$ cat src/shared/tvc_pkg.sv
// Shared constants and types for the triple video converter control block
package tvc_pkg;
   // Register indices on the plain register port
   localparam logic [3:0] TVC_REG_CH_STRIDE = 4'h3;
   localparam logic [3:0] TVC_REG_CLAMP = 4'h0;
   localparam logic [3:0] TVC_REG_COARSE = 4'h1;
   localparam logic [3:0] TVC_REG_FINE = 4'h2;
   localparam logic [3:0] TVC_REG_CTRL = 4'h9;
   localparam logic [3:0] TVC_REG_STATUS = 4'ha;
   localparam logic [3:0] TVC_REG_GAIN_BASE = 4'hb;
   // Field positions
   localparam int TVC_CTRL_ALT_BIT = 0;
   localparam int TVC_ST_SYNC_BIT = 0;
   localparam int TVC_ST_CLAMP_BIT = 1;
   localparam int TVC_ST_OVFL_BIT = 2;
   localparam int TVC_ST_ORDER_BIT = 3;
   localparam int TVC_ST_PHASE_LSB = 4;
   // Values after reset
   localparam logic [7:0] TVC_CLAMP_RST = 8'h7f;
   localparam logic [6:0] TVC_COARSE_RST = 7'h20;
   localparam logic [4:0] TVC_FINE_RST = 5'h00;
   localparam logic [6:0] TVC_GAIN_RST = 7'h40;
   // Arithmetic constants, clamp offsets in half codes
   localparam int TVC_GAIN_SHIFT = 6;
   localparam logic [7:0] TVC_STD_ZERO_CODE = 8'h7f;
   localparam logic [7:0] TVC_ALT_MAX_CODE = 8'h20;
   localparam logic signed [12:0] TVC_ALT_BASE_HALF = 13'h00f0;
   localparam logic [6:0] TVC_GAIN_MAX = 7'h7f;
   localparam logic [6:0] TVC_GAIN_MIN = 7'h01;
   localparam logic [7:0] TVC_FULL_SCALE = 8'hff;
   localparam int TVC_FIFO_DEPTH = 8;
   // Rate limits
   localparam int TVC_MAX_RATE_MSPS = 110;
   localparam int TVC_CLK_MHZ = 40;

   typedef struct packed {
      logic [7:0] clamp;
      logic [6:0] coarse;
      logic [4:0] fine;
   } tvc_cfg_s;

   typedef struct packed {
      logic [7:0] r;
      logic [7:0] g;
      logic [7:0] b;
   } tvc_pix_s;

   typedef struct packed {
      logic [2:0] ovr;
      tvc_pix_s pix;
   } tvc_word_s;

   typedef enum logic [1:0] {
      TVC_PH_VIDEO = 2'b00,
      TVC_PH_CAL = 2'b01,
      TVC_PH_WAIT = 2'b10,
      TVC_PH_CLAMP = 2'b11
   } tvc_phase_e;
endpackage

$ cat src/hw/tvc_top.sv
// Clamp, gain calibration, range flags and sample output for three video channels
// How it works
// RULE1 - Clamp code spans -63.5..+64 or +120..+136
// RULE2 - Eight-bit clamp setting per channel drives level
// RULE3 - Clamp all channels only during clamp pulse
// RULE4 - Reset clamp code gives black at zero
// RULE5 - Delivered samples saturate to 0..255
// RULE6 - Reference routed to converter during line sync
// RULE7 - Sync result versus coarse preset steers gain
// RULE8 - Three seven-bit coarse gain presets
// RULE9 - Software keeps contrast presets within 32..99
// RULE10 - Five-bit fine trim per channel atop loop
// RULE11 - Software sets coarse before fine trim
// RULE12 - Calibrate at line start before clamp
// RULE13 - Consumer ignores samples during sync
// RULE14 - Per-channel out-of-range flag
// RULE15 - Sample and flag out one cycle later
// RULE16 - Sampling logic good up to 110 Msps
// RULE17 - Output is unsigned straight binary
// RULE18 - Outputs driven only while enable low
// RULE19 - Three identical channel instances, one clock
//
// Added by the designer: the register addresses and the plain strobed port.
`timescale 1ns/1ps
`default_nettype none

// Eight-deep word FIFO feeding the display driver stream
module tvc_fifo #(
   parameter int WIDTH = 27,
   parameter int DEPTH = 8
) (
   input wire logic clk_i,
   input wire logic rst_n_i,
   input wire logic in_valid_i,
   output logic in_ready_o,
   input wire logic [WIDTH-1:0] in_data_i,
   output logic out_valid_o,
   input wire logic out_ready_i,
   output logic [WIDTH-1:0] out_data_o
);
   localparam int AW = $clog2(DEPTH);
   logic [WIDTH-1:0] mem_q [DEPTH];
   logic [AW-1:0] wr_q;
   logic [AW-1:0] rd_q;
   logic [AW:0] cnt_q;
   logic push;
   logic pop;

   assign push = in_valid_i && in_ready_o;
   assign pop = out_valid_o && out_ready_i;
   assign out_data_o = mem_q[rd_q];

   // Storage write
   always_ff @(posedge clk_i)
   begin
      if (push)
      begin
         mem_q[wr_q] <= in_data_i;
      end
   end

   // Pointers, fill count and the registered full and empty views
   always_ff @(posedge clk_i or negedge rst_n_i)
   begin
      if (!rst_n_i)
      begin
         wr_q <= '0;
         rd_q <= '0;
         cnt_q <= '0;
         in_ready_o <= 1'b1;
         out_valid_o <= 1'b0;
      end
      else
      begin
         if (push)
         begin
            wr_q <= (wr_q == AW'(DEPTH - 1)) ? '0 : wr_q + 1'b1;
         end
         if (pop)
         begin
            rd_q <= (rd_q == AW'(DEPTH - 1)) ? '0 : rd_q + 1'b1;
         end
         if (push && !pop)
         begin
            cnt_q <= cnt_q + 1'b1;
            in_ready_o <= (cnt_q != (AW + 1)'(DEPTH - 1));
            out_valid_o <= 1'b1;
         end
         else if (pop && !push)
         begin
            cnt_q <= cnt_q - 1'b1;
            in_ready_o <= 1'b1;
            out_valid_o <= (cnt_q != (AW + 1)'(1));
         end
      end
   end
endmodule

// One colour channel: gain loop, clamp, saturation and range flag
module tvc_chan
   import tvc_pkg::*;
(
   input wire logic clk_i,
   input wire logic rst_n_i,
   input wire tvc_pkg::tvc_cfg_s cfg_i,
   input wire logic alt_i,
   input wire logic sync_i,
   input wire logic clamp_i,
   input wire logic [7:0] conv_i,
   output logic [7:0] sample_o,
   output logic ovr_o,
   output logic [6:0] gain_o
);
   logic [7:0] eff_gain;
   logic [15:0] vid_prod;
   logic [9:0] vid_lvl;
   logic [14:0] ref_prod;
   logic [8:0] ref_lvl;
   logic [9:0] black_q;
   logic [7:0] alt_code;
   logic signed [12:0] off_half;
   logic signed [13:0] half;
   logic signed [12:0] level;
   logic [7:0] sample_d;

   // Coarse loop gain plus fine trim scales the video path
   assign eff_gain = {1'b0, gain_o} + {3'b000, cfg_i.fine}; // RULE10
   assign vid_prod = conv_i * eff_gain; // RULE16
   assign vid_lvl = vid_prod[15:TVC_GAIN_SHIFT];
   // The loop sees coarse gain only, so the trim is not cancelled
   assign ref_prod = conv_i * gain_o;
   assign ref_lvl = ref_prod[14:TVC_GAIN_SHIFT];

   // Clamp code to a signed half-code offset
   assign alt_code = (cfg_i.clamp > TVC_ALT_MAX_CODE) ? TVC_ALT_MAX_CODE : cfg_i.clamp;
   assign off_half = alt_i ? ($signed({5'h00, alt_code}) + TVC_ALT_BASE_HALF) // RULE1
                           : ($signed({5'h00, cfg_i.clamp}) - $signed({5'h00, TVC_STD_ZERO_CODE}));
   assign half = $signed({3'b000, vid_lvl, 1'b0}) - $signed({3'b000, black_q, 1'b0})
                 + $signed({off_half[12], off_half});
   assign level = half[13:1];

   // Saturate to the unsigned output code range
   always_comb
   begin
      if (level < 0)
      begin
         sample_d = 8'h00; // RULE5
      end
      else if (level > $signed({5'h00, TVC_FULL_SCALE}))
      begin
         sample_d = TVC_FULL_SCALE; // RULE5
      end
      else
      begin
         sample_d = level[7:0]; // RULE17
      end
   end

   // Black level captured only while the clamp pulse is high
   always_ff @(posedge clk_i or negedge rst_n_i)
   begin
      if (!rst_n_i)
      begin
         black_q <= '0;
      end
      else if (clamp_i)
      begin
         black_q <= vid_lvl; // RULE3
      end
   end

   // Gain loop steps toward the coarse preset during sync
   always_ff @(posedge clk_i or negedge rst_n_i)
   begin
      if (!rst_n_i)
      begin
         gain_o <= TVC_GAIN_RST;
      end
      else if (sync_i)
      begin
         if ((ref_lvl < {2'b00, cfg_i.coarse}) && (gain_o != TVC_GAIN_MAX))
         begin
            gain_o <= gain_o + 1'b1; // RULE7
         end
         else if ((ref_lvl > {2'b00, cfg_i.coarse}) && (gain_o != TVC_GAIN_MIN))
         begin
            gain_o <= gain_o - 1'b1; // RULE7
         end
      end
   end

   // Sample and range flag registered one cycle after the conversion
   always_ff @(posedge clk_i or negedge rst_n_i)
   begin
      if (!rst_n_i)
      begin
         sample_o <= 8'h00;
         ovr_o <= 1'b0;
      end
      else
      begin
         sample_o <= sample_d; // RULE15
         ovr_o <= (vid_lvl > {2'b00, TVC_FULL_SCALE}); // RULE14
      end
   end
endmodule

// Top: register port, pin synchronisers, line phase tracking and outputs
module tvc_top
   import tvc_pkg::*;
(
   input wire logic CORE_CLK_I,
   input wire logic RESET_N_I,
   input wire logic [3:0] REG_ADDR_I,
   input wire logic [7:0] REG_WDATA_I,
   input wire logic REG_WR_I,
   input wire logic REG_RD_I,
   output logic [7:0] REG_RDATA_O,
   input wire logic CLAMP_PULSE_I,
   input wire logic LINE_SYNC_IN_I,
   input wire logic OUT_EN_N_I,
   input wire tvc_pkg::tvc_pix_s CONV_I,
   output tvc_pkg::tvc_pix_s DATA_O,
   output logic DATA_OE_O,
   output logic RED_OVER_RANGE_O,
   output logic GREEN_OVER_RANGE_O,
   output logic BLUE_OVER_RANGE_O,
   output logic REF_SELECT_O,
   output logic CLAMP_ACTIVE_O,
   output tvc_pkg::tvc_pix_s CLAMP_LEVEL_O,
   output logic PIX_VALID_O,
   input wire logic PIX_READY_I,
   output tvc_pkg::tvc_word_s PIX_DATA_O
);
   tvc_cfg_s cfg_q [3];
   logic alt_q;
   logic [2:0] clp_meta_q;
   logic [2:0] clp_sync_q;
   logic sync_s;
   logic clamp_s;
   logic oe_n_s;
   logic [7:0] smp [3];
   logic [2:0] ovr;
   logic [6:0] gain [3];
   tvc_phase_e phase_q;
   logic ovfl_q;
   logic order_q;
   logic sync_d1_q;
   logic fifo_ready;
   logic [7:0] rd_d;
   logic [3:0] ch_addr;
   logic started_q;

   assign sync_s = clp_sync_q[1];
   assign clamp_s = clp_sync_q[0];
   assign oe_n_s = clp_sync_q[2];

   // Two-flop synchronisers for clamp, sync and enable pins
   always_ff @(posedge CORE_CLK_I or negedge RESET_N_I)
   begin
      if (!RESET_N_I)
      begin
         clp_meta_q <= 3'b100;
         clp_sync_q <= 3'b100;
      end
      else
      begin
         clp_meta_q <= {OUT_EN_N_I, LINE_SYNC_IN_I, CLAMP_PULSE_I};
         clp_sync_q <= clp_meta_q;
      end
   end

   // Software writes of per-channel settings and the range mode
   always_ff @(posedge CORE_CLK_I or negedge RESET_N_I)
   begin
      if (!RESET_N_I)
      begin
         for (int c = 0; c < 3; c++)
         begin
            cfg_q[c] <= '{clamp: TVC_CLAMP_RST, coarse: TVC_COARSE_RST, fine: TVC_FINE_RST}; // RULE4
         end
         alt_q <= 1'b0;
      end
      else if (REG_WR_I)
      begin
         for (int c = 0; c < 3; c++)
         begin
            if (REG_ADDR_I == 4'(c) * TVC_REG_CH_STRIDE + TVC_REG_CLAMP)
            begin
               cfg_q[c].clamp <= REG_WDATA_I; // RULE2
            end
            if (REG_ADDR_I == 4'(c) * TVC_REG_CH_STRIDE + TVC_REG_COARSE)
            begin
               cfg_q[c].coarse <= REG_WDATA_I[6:0]; // RULE8
            end
            if (REG_ADDR_I == 4'(c) * TVC_REG_CH_STRIDE + TVC_REG_FINE)
            begin
               cfg_q[c].fine <= REG_WDATA_I[4:0]; // RULE10
            end
         end
         if (REG_ADDR_I == TVC_REG_CTRL)
         begin
            alt_q <= REG_WDATA_I[TVC_CTRL_ALT_BIT]; // RULE1
         end
      end
   end

   // Read decode, unmapped addresses read zero
   always_comb
   begin
      rd_d = 8'h00;
      ch_addr = 4'h0;
      for (int c = 0; c < 3; c++)
      begin
         ch_addr = 4'(c) * TVC_REG_CH_STRIDE;
         if (REG_ADDR_I == ch_addr + TVC_REG_CLAMP)
         begin
            rd_d = cfg_q[c].clamp;
         end
         if (REG_ADDR_I == ch_addr + TVC_REG_COARSE)
         begin
            rd_d = {1'b0, cfg_q[c].coarse};
         end
         if (REG_ADDR_I == ch_addr + TVC_REG_FINE)
         begin
            rd_d = {3'b000, cfg_q[c].fine};
         end
         if (REG_ADDR_I == TVC_REG_GAIN_BASE + 4'(c))
         begin
            rd_d = {1'b0, gain[c]};
         end
      end
      if (REG_ADDR_I == TVC_REG_CTRL)
      begin
         rd_d = {7'h00, alt_q};
      end
      if (REG_ADDR_I == TVC_REG_STATUS)
      begin
         rd_d = {2'b00, phase_q, order_q, ovfl_q, clamp_s, sync_s};
      end
   end

   // Read data stands in the cycle after the strobe only
   always_ff @(posedge CORE_CLK_I or negedge RESET_N_I)
   begin
      if (!RESET_N_I)
      begin
         REG_RDATA_O <= 8'h00;
      end
      else
      begin
         REG_RDATA_O <= REG_RD_I ? rd_d : 8'h00;
      end
   end

   // Line phase: calibration in sync, then clamp; clamp first is flagged
   always_ff @(posedge CORE_CLK_I or negedge RESET_N_I)
   begin
      if (!RESET_N_I)
      begin
         phase_q <= TVC_PH_VIDEO;
         order_q <= 1'b0;
      end
      else
      begin
         case (phase_q)
            TVC_PH_VIDEO: if (sync_s) phase_q <= TVC_PH_CAL;
            TVC_PH_CAL: if (!sync_s) phase_q <= TVC_PH_WAIT;
            TVC_PH_WAIT: if (clamp_s) phase_q <= TVC_PH_CLAMP; // RULE12
            TVC_PH_CLAMP: if (!clamp_s) phase_q <= TVC_PH_VIDEO;
            default: phase_q <= TVC_PH_VIDEO;
         endcase
         // Sticky order fault; set wins over the software clear
         if (clamp_s && (phase_q == TVC_PH_VIDEO || phase_q == TVC_PH_CAL))
         begin
            order_q <= 1'b1; // RULE12
         end
         else if (REG_WR_I && REG_ADDR_I == TVC_REG_STATUS && REG_WDATA_I[TVC_ST_ORDER_BIT])
         begin
            order_q <= 1'b0;
         end
      end
   end

   // Three identical channel slices on the one clock
   for (genvar c = 0; c < 3; c++)
   begin : g_ch
      tvc_chan u_chan ( // RULE19
         .clk_i(CORE_CLK_I),
         .rst_n_i(RESET_N_I),
         .cfg_i(cfg_q[c]),
         .alt_i(alt_q),
         .sync_i(sync_s),
         .clamp_i(clamp_s),
         .conv_i((c == 0) ? CONV_I.r : (c == 1) ? CONV_I.g : CONV_I.b),
         .sample_o(smp[c]),
         .ovr_o(ovr[c]),
         .gain_o(gain[c])
      );
   end

   assign DATA_O = '{r: smp[0], g: smp[1], b: smp[2]}; // RULE15
   assign RED_OVER_RANGE_O = ovr[0]; // RULE14
   assign GREEN_OVER_RANGE_O = ovr[1];
   assign BLUE_OVER_RANGE_O = ovr[2];

   // Mux select, clamp drive, output enable and clamp levels
   always_ff @(posedge CORE_CLK_I or negedge RESET_N_I)
   begin
      if (!RESET_N_I)
      begin
         REF_SELECT_O <= 1'b0;
         CLAMP_ACTIVE_O <= 1'b0;
         DATA_OE_O <= 1'b0;
         CLAMP_LEVEL_O <= '{r: TVC_CLAMP_RST, g: TVC_CLAMP_RST, b: TVC_CLAMP_RST};
         sync_d1_q <= 1'b0;
         started_q <= 1'b0;
      end
      else
      begin
         REF_SELECT_O <= sync_s; // RULE6
         CLAMP_ACTIVE_O <= clamp_s; // RULE3
         DATA_OE_O <= !oe_n_s; // RULE18
         CLAMP_LEVEL_O <= '{r: cfg_q[0].clamp, g: cfg_q[1].clamp, b: cfg_q[2].clamp}; // RULE2
         sync_d1_q <= sync_s;
         started_q <= started_q | REG_WR_I;
      end
   end

   // Stream to the display driver skips samples taken during sync
   tvc_fifo #(
      .WIDTH($bits(tvc_word_s)),
      .DEPTH(TVC_FIFO_DEPTH)
   ) u_fifo (
      .clk_i(CORE_CLK_I),
      .rst_n_i(RESET_N_I),
      .in_valid_i(!sync_d1_q), // RULE13
      .in_ready_o(fifo_ready),
      .in_data_i({ovr, DATA_O}),
      .out_valid_o(PIX_VALID_O),
      .out_ready_i(PIX_READY_I),
      .out_data_o(PIX_DATA_O)
   );

   // Sticky overflow when a sample meets a full FIFO
   always_ff @(posedge CORE_CLK_I or negedge RESET_N_I)
   begin
      if (!RESET_N_I)
      begin
         ovfl_q <= 1'b0;
      end
      else if (!sync_d1_q && !fifo_ready)
      begin
         ovfl_q <= 1'b1;
      end
      else if (REG_WR_I && REG_ADDR_I == TVC_REG_STATUS && REG_WDATA_I[TVC_ST_OVFL_BIT])
      begin
         ovfl_q <= 1'b0;
      end
   end
endmodule
`default_nettype wire

$ cat config.mk
export PLATFORM = sky130hd
export DESIGN_NAME = tvc_top
export DESIGN_NICKNAME = d
export VERILOG_FILES = /design/src/shared/tvc_pkg.sv /design/src/hw/tvc_top.sv
export SDC_FILE = /design/constraint.sdc
export NUM_CORES = 1
export LEC_CHECK = 0
export BUFFER_PORTS_ARGS = -buffer_cell sky130_fd_sc_hd__buf_4
export CELL_PAD_IN_SITES_DETAIL_PLACEMENT = 1
export CELL_PAD_IN_SITES_GLOBAL_PLACEMENT = 1
export CORE_UTILIZATION = 55
export CTS_CLUSTER_SIZE = 28
export DETAILED_ROUTE_END_ITERATION = 8
export PLACE_DENSITY_LB_ADDON = 0.05
export SYNTH_ARGS = -nofsm -noshare
export SYNTH_HDL_FRONTEND = slang
export SYNTH_HIERARCHICAL = 1
export SYNTH_SLANG_ARGS = --single-unit
$ cat constraint.sdc
create_clock -name CORE_CLK_I -period 19.8 [get_ports CORE_CLK_I]
set_input_delay 0.99 -clock CORE_CLK_I [delete_from_list [all_inputs] [get_ports CORE_CLK_I]]
set_output_delay 0.99 -clock CORE_CLK_I [all_outputs]
set_load 0.05 [all_outputs]
# After elaboration in Yosys (flattened, before gate mapping)

Memory sizes are Yosys's and may differ from the RTL's.
Cells that the tools add are included.

Memories kept: 1
Logic and storage cells: 214
Bits in registers: 196
Output and inout bits: 90
Memory bits (writable): 216

Multiplexer cells: 52
Equality and inequality tests: 30
$add $sub $neg: 25
$mul: 6
Reductions and logical operators: 43
Order comparisons: 18

Memory list:

| name         | words | bits a word | read ports | clocked after memory_dff | write ports | RTL line      | source |
|---|---|---|---|---|---|---|---|
| u_fifo.mem_q | 8     | 27          | 1          | 0                        | 1           | tvc_top.sv:42 | `logic [WIDTH-1:0] mem_q [DEPTH];` |

Operators with widths:

| operator            | number |
|---|---|
| $mux 8              | 24 |
| $mul 8x8->16        | 3 |
| $mul 8x7->15        | 3 |
| $add 12x13->14      | 3 |
| $mux 7              | 6 |
| $gt 13x9->1 const B | 3 |
| $lt 13x1->1 const B | 3 |
| $mux 13             | 3 |
| $sub 11x11->12      | 3 |
| $gt 10x8->1 const B | 3 |
| $add 8x8->9 const B | 3 |
| $gt 9x7->1          | 3 |
| $lt 9x7->1          | 3 |
| $sub 8x7->9 const B | 3 |
| $reduce_and 2->1    | 13 |
| $add 7x5->8         | 3 |
| $eq 4x4->1 const B  | 6 |
| $gt 8x6->1 const B  | 3 |
| $add 7x1->7 const B | 3 |
| $ne 7x1->1 const B  | 3 |
| $ne 7x7->1 const B  | 3 |
| $sub 7x1->7 const B | 3 |
| $eq 4x3->1 const B  | 4 |
| $logic_and 1x1->1   | 15 |
| other kinds (22)    | 52 |

# Logic depth before layout (Yosys ltp)

Word-level depth: 16
Mapped depth: 41
Gate-level depth less buffers: 41

# Cells and area by module

The synthesis kept the hierarchy.

Modules (own cells, without submodules):

| module                    | times used | area each (sq um) | cells each |
|---|---|---|---|
| tvc_fifo                  | 1          | 8928.6            | 381 |
| tvc_chan (g_ch[2].u_chan) | 1          | 6412.4            | 773 |
| tvc_chan (g_ch[1].u_chan) | 1          | 6336.1            | 741 |
| tvc_chan (g_ch[0].u_chan) | 1          | 6291.0            | 742 |
| tvc_top                   | 1          | 4774.6            | 387 |

# Worst setup path before layout

Ideal clock, no wire load.

Path kind: register -> register
Start point: register g_ch[0].u_chan.gain_o[0]
End point: register g_ch[0].u_chan.sample_o[2]
Setup slack: 11.654 ns
Cell stages (with the launch flop): 36
Buffers on the path: 0
Setup time: 0.119 ns
Required time: 19.681 ns
Arrival time: 8.028 ns
Cell sequence: dfrtp_1 > ha_1 > fa_1 > a21oi_1 > nor2_1 > nor2_1 > nor2b_1 > o21ai_0 > xor2_1 > nand2b_1 > fa_1 > fa_1 > inv_1 > fa_1 > inv_1 > fa_1 > inv_1 > ha_1 > a21o_1 > a21o_1 > a31oi_1 > xnor2_1 > ha_1 > a21boi_0 > o21ai_0 > a21boi_0 > o21ai_0 > a21boi_0 > mux2i_1 > o2111ai_1 > ha_1 > inv_1 > and3_1 > nor4_2 > o311ai_4 > o21a_1

Cells in the longest elaborated chain, start to end: 7
Elaborated cells between the ends (all ways): 8

RTL lines:

| element                        | RTL line       | source |
|---|---|---|
| start: declaration             | tvc_top.sv:112 | `output logic [6:0] gain_o` |
| start signal: assignment       | tvc_top.sv:183 | `gain_o <= gain_o + 1'b1;` |
| start signal: assignment       | tvc_top.sv:187 | `gain_o <= gain_o - 1'b1;` |
| $add 7x5->8 *                  | tvc_top.sv:127 | `assign eff_gain = {1'b0, gain_o} + {3'b000, cfg_i.fine};` |
| $mul 8x8->16 *                 | tvc_top.sv:128 | `assign vid_prod = conv_i * eff_gain;` |
| net g_ch[0].u_chan.vid_prod[9] | tvc_top.sv:115 | `logic [15:0] vid_prod;` |
| $sub 11x11->12 *               | tvc_top.sv:138 | `assign half = $signed({3'b000, vid_lvl, 1'b0}) - $signed({3'b000, black_q, 1'b0})` |
| $add 12x13->14 *               | tvc_top.sv:139 | `+ $signed({off_half[12], off_half});` |
| $gt 13x9->1                    | tvc_top.sv:149 | `else if (level > $signed({5'h00, TVC_FULL_SCALE}))` |
| $mux 8                         | tvc_top.sv:149 |  |
| $mux 8 *                       | tvc_top.sv:145 | `if (level < 0)` |
| net g_ch[0].u_chan.sample_d[2] | tvc_top.sv:124 | `logic [7:0] sample_d;` |
| end signal: assignment         | tvc_top.sv:202 | `sample_o <= sample_d;` |
| end: declaration               | tvc_top.sv:110 | `output logic [7:0] sample_o,` |

Mark *: on every way through the listed nets, which the timed path passes. The rest lies on a longest branch.
A chain may end at the register's enable or synchronous reset.

# Worst setup path after layout

Start point: register g_ch[1].u_chan.gain_o[0]
End point: register g_ch[1].u_chan.sample_o[4]

Cells in the longest elaborated chain, start to end: 7
Elaborated cells between the ends (all ways): 8

RTL lines:

| element                        | RTL line |
|---|---|
| start: declaration             | tvc_top.sv:112 |
| start signal: assignment       | tvc_top.sv:183 |
| start signal: assignment       | tvc_top.sv:187 |
| $add 7x5->8 *                  | tvc_top.sv:127 |
| $mul 8x8->16 *                 | tvc_top.sv:128 |
| net g_ch[1].u_chan.vid_prod[9] | tvc_top.sv:115 |
| $sub 11x11->12 *               | tvc_top.sv:138 |
| $add 12x13->14 *               | tvc_top.sv:139 |
| $gt 13x9->1                    | tvc_top.sv:149 |
| $mux 8                         | tvc_top.sv:149 |
| $mux 8 *                       | tvc_top.sv:145 |
| net g_ch[1].u_chan.sample_d[4] | tvc_top.sv:124 |
| end signal: assignment         | tvc_top.sv:202 |
| end: declaration               | tvc_top.sv:110 |

Marked as above.

==> results.py <==
metrics = {
    "sta": {
        "worstMarginPinSlew_ns": 1.09,
        "finalCritPeriodShare": 0.479,
        "layout_setup_ws_ns": 10.31,
        "max_freq_mhz": 105,
        "fin_skew_ns": 0.0207,
        "max_slew_margin": 0.271,
        "final-setup-viol-count": 0,
        "rsz0062_at_grt": "no",
        "hold_violations": 0,
        "layout_min_cycle_time_ns": 9.49,
        "maxSlewViolCount": 0,
        "tns_ns": 0,
    },
    "clock_tree": {
        "cts-root-buf": "clkbuf_16",
        "insertion_delay_ns": 0.59,
        "cts_buffer_depth": 3,
        "cts_buffers": 43,
        "path_clk_slew_ns": 0.06,
        "ctsHtreeMaxLevel": 2,
        "hold_buffers": 0,
        "clock-sinks": 412,
        "cts_tree": "yes",
        "post_cts.repair.setup_buffers": 0,
        "ctsResizeCount": 0,
    },
    "floorplan": {
        "die_w_microns": 246,
        "rows": 89,
        "dieHeight_microns": 246,
        "design.core.area_sq_mm": 0.0589,
        "die-area_sq_mm": 0.0605,
        "start_util": 0.556,
        "ios": 134,
    },
    "layout": {
        "num_antenna_cells": 0,
        "fin_area_sq_mm": 0.0359,
        "final.fill_count": 6247,
        "drive_above_1_share": 0.148,
        "nets": 3688,
        "post-route-util": 0.610,
        "area_delta_synth_final_pct": 9.66,
    },
    "logic_synthesis": {
        "synth_cell_types": 119,
        "yosys.area.top_type": "edfxtp_1",
        "synth_mux_area_frac": 0.0838,
        "synth_edf_count": 216,
        "synth_common_cells": "400 x inv_1, 322 x ha_1, 247 x nand2_1",
        "synth_area_leaders": "edfxtp_1 20%, ha_1 12%, fa_1 12%",
        "ys_ff_latch": 412,
        "post-synth-top-count-cell": "inv_1",
        "synth_adder_area_share": 0.244,
        "synth_compound_area_frac": 0.0943,
        "yosys_warnings": 6,
        "synthDominantCellAreaShare": 0.198,
        "syn_avg_cell_area_sq_um": 10.8,
        "syn_nets": 3588,
        "ys_seq_area_frac": 0.350,
        "synthArstFlopShare": 0.476,
        "synthCells": 3024,
        "synth.cell_area_sq_mm": 0.0327,
        "synth_xor_area_frac": 0.0350,
        "ys.flop_type": "edfxtp_1",
        "synth_top_family_by_area": "adder cells",
        "synthSimpleGateAreaFrac": 0.134,
    },
    "status": {
        "status": "finished, final reports clean",
    },
    "setup_path": {
        "end_kind": "flop",
        "crit_path_max_fanout": 16,
        "slowest_delay_ns": 0.58,
        "cp.arrival_ns": 9.94,
        "startpoint_type": "flop",
        "crit_top_cell": "fa_1",
        "crit_type": "flop to flop",
        "crit_required_ns": 20.26,
        "cp_slowest_cell": "dfrtp_1",
    },
    "placement": {
        "post-place-ws_ns": 10.42,
        "gp_congestion": 0.909,
        "place.detailed.hpwl_microns": 64900,
        "portBuffers": 133,
        "placed_area_sq_mm": 0.0344,
    },
    "detailed_routing": {
        "drc": 0,
        "num_vias": 23217,
        "wl_microns": 89600,
        "ant_nets": 0,
        "drt-initial-drc-count": 1056,
        "drt-pass1-iter-count": 5,
        "viasPerCell": 5.90,
        "wl_per_cell_microns": 22.8,
    },
    "global_routing": {
        "grt_max_degree": 84,
        "gr-total-overflow": 0,
        "grt_pass1_vias": 25239,
        "grt_util_all_layers": 0.302,
        "grt_pass1_wl_microns": 142000,
        "antenna_found_initial": 0,
    },
    "flow_run": {
        "drv_cap": 0,
    },
    "worst_hold_path": {
        "hp-class": "flop to flop",
    },
}
[cell usage in the layout (no fill, tap or decap), types with 22 or more instances in the layout]
cell and instances:
a21oi_1 92, clkbuf_16 43, ha_1 322, mux4_1 32, a21o_1 31, edfxtp_1 216, and2_1 187, mux4_2 22
xnor2_1 90, mux2i_1 22, xor2_1 37, nor2_1 138, dfstp_2 51, nand3_1 44, nand2b_1 29, nor3_1 36
buf_4 148, o21ai_0 95, dfrtp_1 141, nand2_1 247, o21a_1 35, fa_1 198, mux2_2 102, inv_1 400
nor2b_1 50
[through the flow]
stage                     std cells  hold WS [ns]
after floorplan                3024         0.331
after detailed placement       3852         0.343
after global routing           3932         0.359
final                          3932         0.347
after CTS                      3932         0.353
after global placement         3852         0.334
[critical path, delay by kind of cell, from the launching register on]
family,cells,cell delay [ns]
XOR/XNOR,2,0.63
AO/OA/AOI/OAI,14,2.94
flip-flops,1,0.58
multiplexers,1,0.23
AND/OR/NAND/NOR,7,0.91
adder cells (fa/ha/maj),9,3.77
buffers and inverters,4,0.28
[final cells by class]
cell class	instances	area [sq um]	share of cell area
multi-input combinational	2116	19400	0.539
sequential	412	11500	0.319
inverter	402	1510	0.0420
timing repair buffer	149	1120	0.0313
clock buffer	52	1120	0.0312
tap	773	967	0.0269
clock inverter	28	359	0.0100
[worst paths after layout]
path,from,to,slack (ns),depth (start not counted)
worst max-delay path,g_ch[1].u_chan/gain_o[0]$_DFFE_PN0P_,g_ch[1].u_chan/sample_o[4]$_DFF_PN0_,10.31,37
worst min-delay path,clp_meta_q[0]$_DFF_PN0_,clp_sync_q[0]$_DFF_PN0_,0.35,0
worst max register to register,g_ch[1].u_chan/gain_o[0]$_DFFE_PN0P_,g_ch[1].u_chan/sample_o[4]$_DFF_PN0_,10.31,37
worst min register to register,clp_meta_q[0]$_DFF_PN0_,clp_sync_q[0]$_DFF_PN0_,0.35,0
max in group asynchronous,RESET_N_I,g_ch[0].u_chan/sample_o[6]$_DFF_PN0_,17.99,2
min in group asynchronous,RESET_N_I,g_ch[1].u_chan/ovr_o$_DFF_PN0_,0.43,1
[kinds of logic (layout without fill, tap and decap cells)]
kind of cell / Yosys count / in the layout
buffers and inverters: 496 / 631
AND/OR/NAND/NOR: 847 / 847
flip-flops: 412 / 412
multiplexers: 181 / 181
AO/OA/AOI/OAI: 439 / 439
XOR/XNOR: 129 / 129
adder cells (fa/ha/maj): 520 / 520
[flip-flops by register name (all words and copies together) (netlist names), 2 cells and up]
name	count
REG_RDATA_O	8
u_fifo/cnt_q	4
u_fifo/wr_q	3
CLAMP_LEVEL_O	24
g_ch.u_chan/ovr_o	3
phase_q	2
cfg_q	60
clp_meta_q	3
clp_sync_q	3
u_fifo/mem_q	216
g_ch.u_chan/black_q	30
g_ch.u_chan/gain_o	21
u_fifo/rd_q	3
g_ch.u_chan/sample_o	24
[per-layer routing]
metal / track usage / vias to the layer above / wire length, microns
li1: - / 10578 / -
met1: 0.388 / 12025 / 38000
met2: 0.534 / 483 / 45700
met3: 0.0327 / 131 / 3450
met4: 0.0882 / 0 / 2390
met5: 0 / - / 0
Power is not shown: default switching activity piles up to over one toggle a cycle in this logic, so the estimate is an artifact.
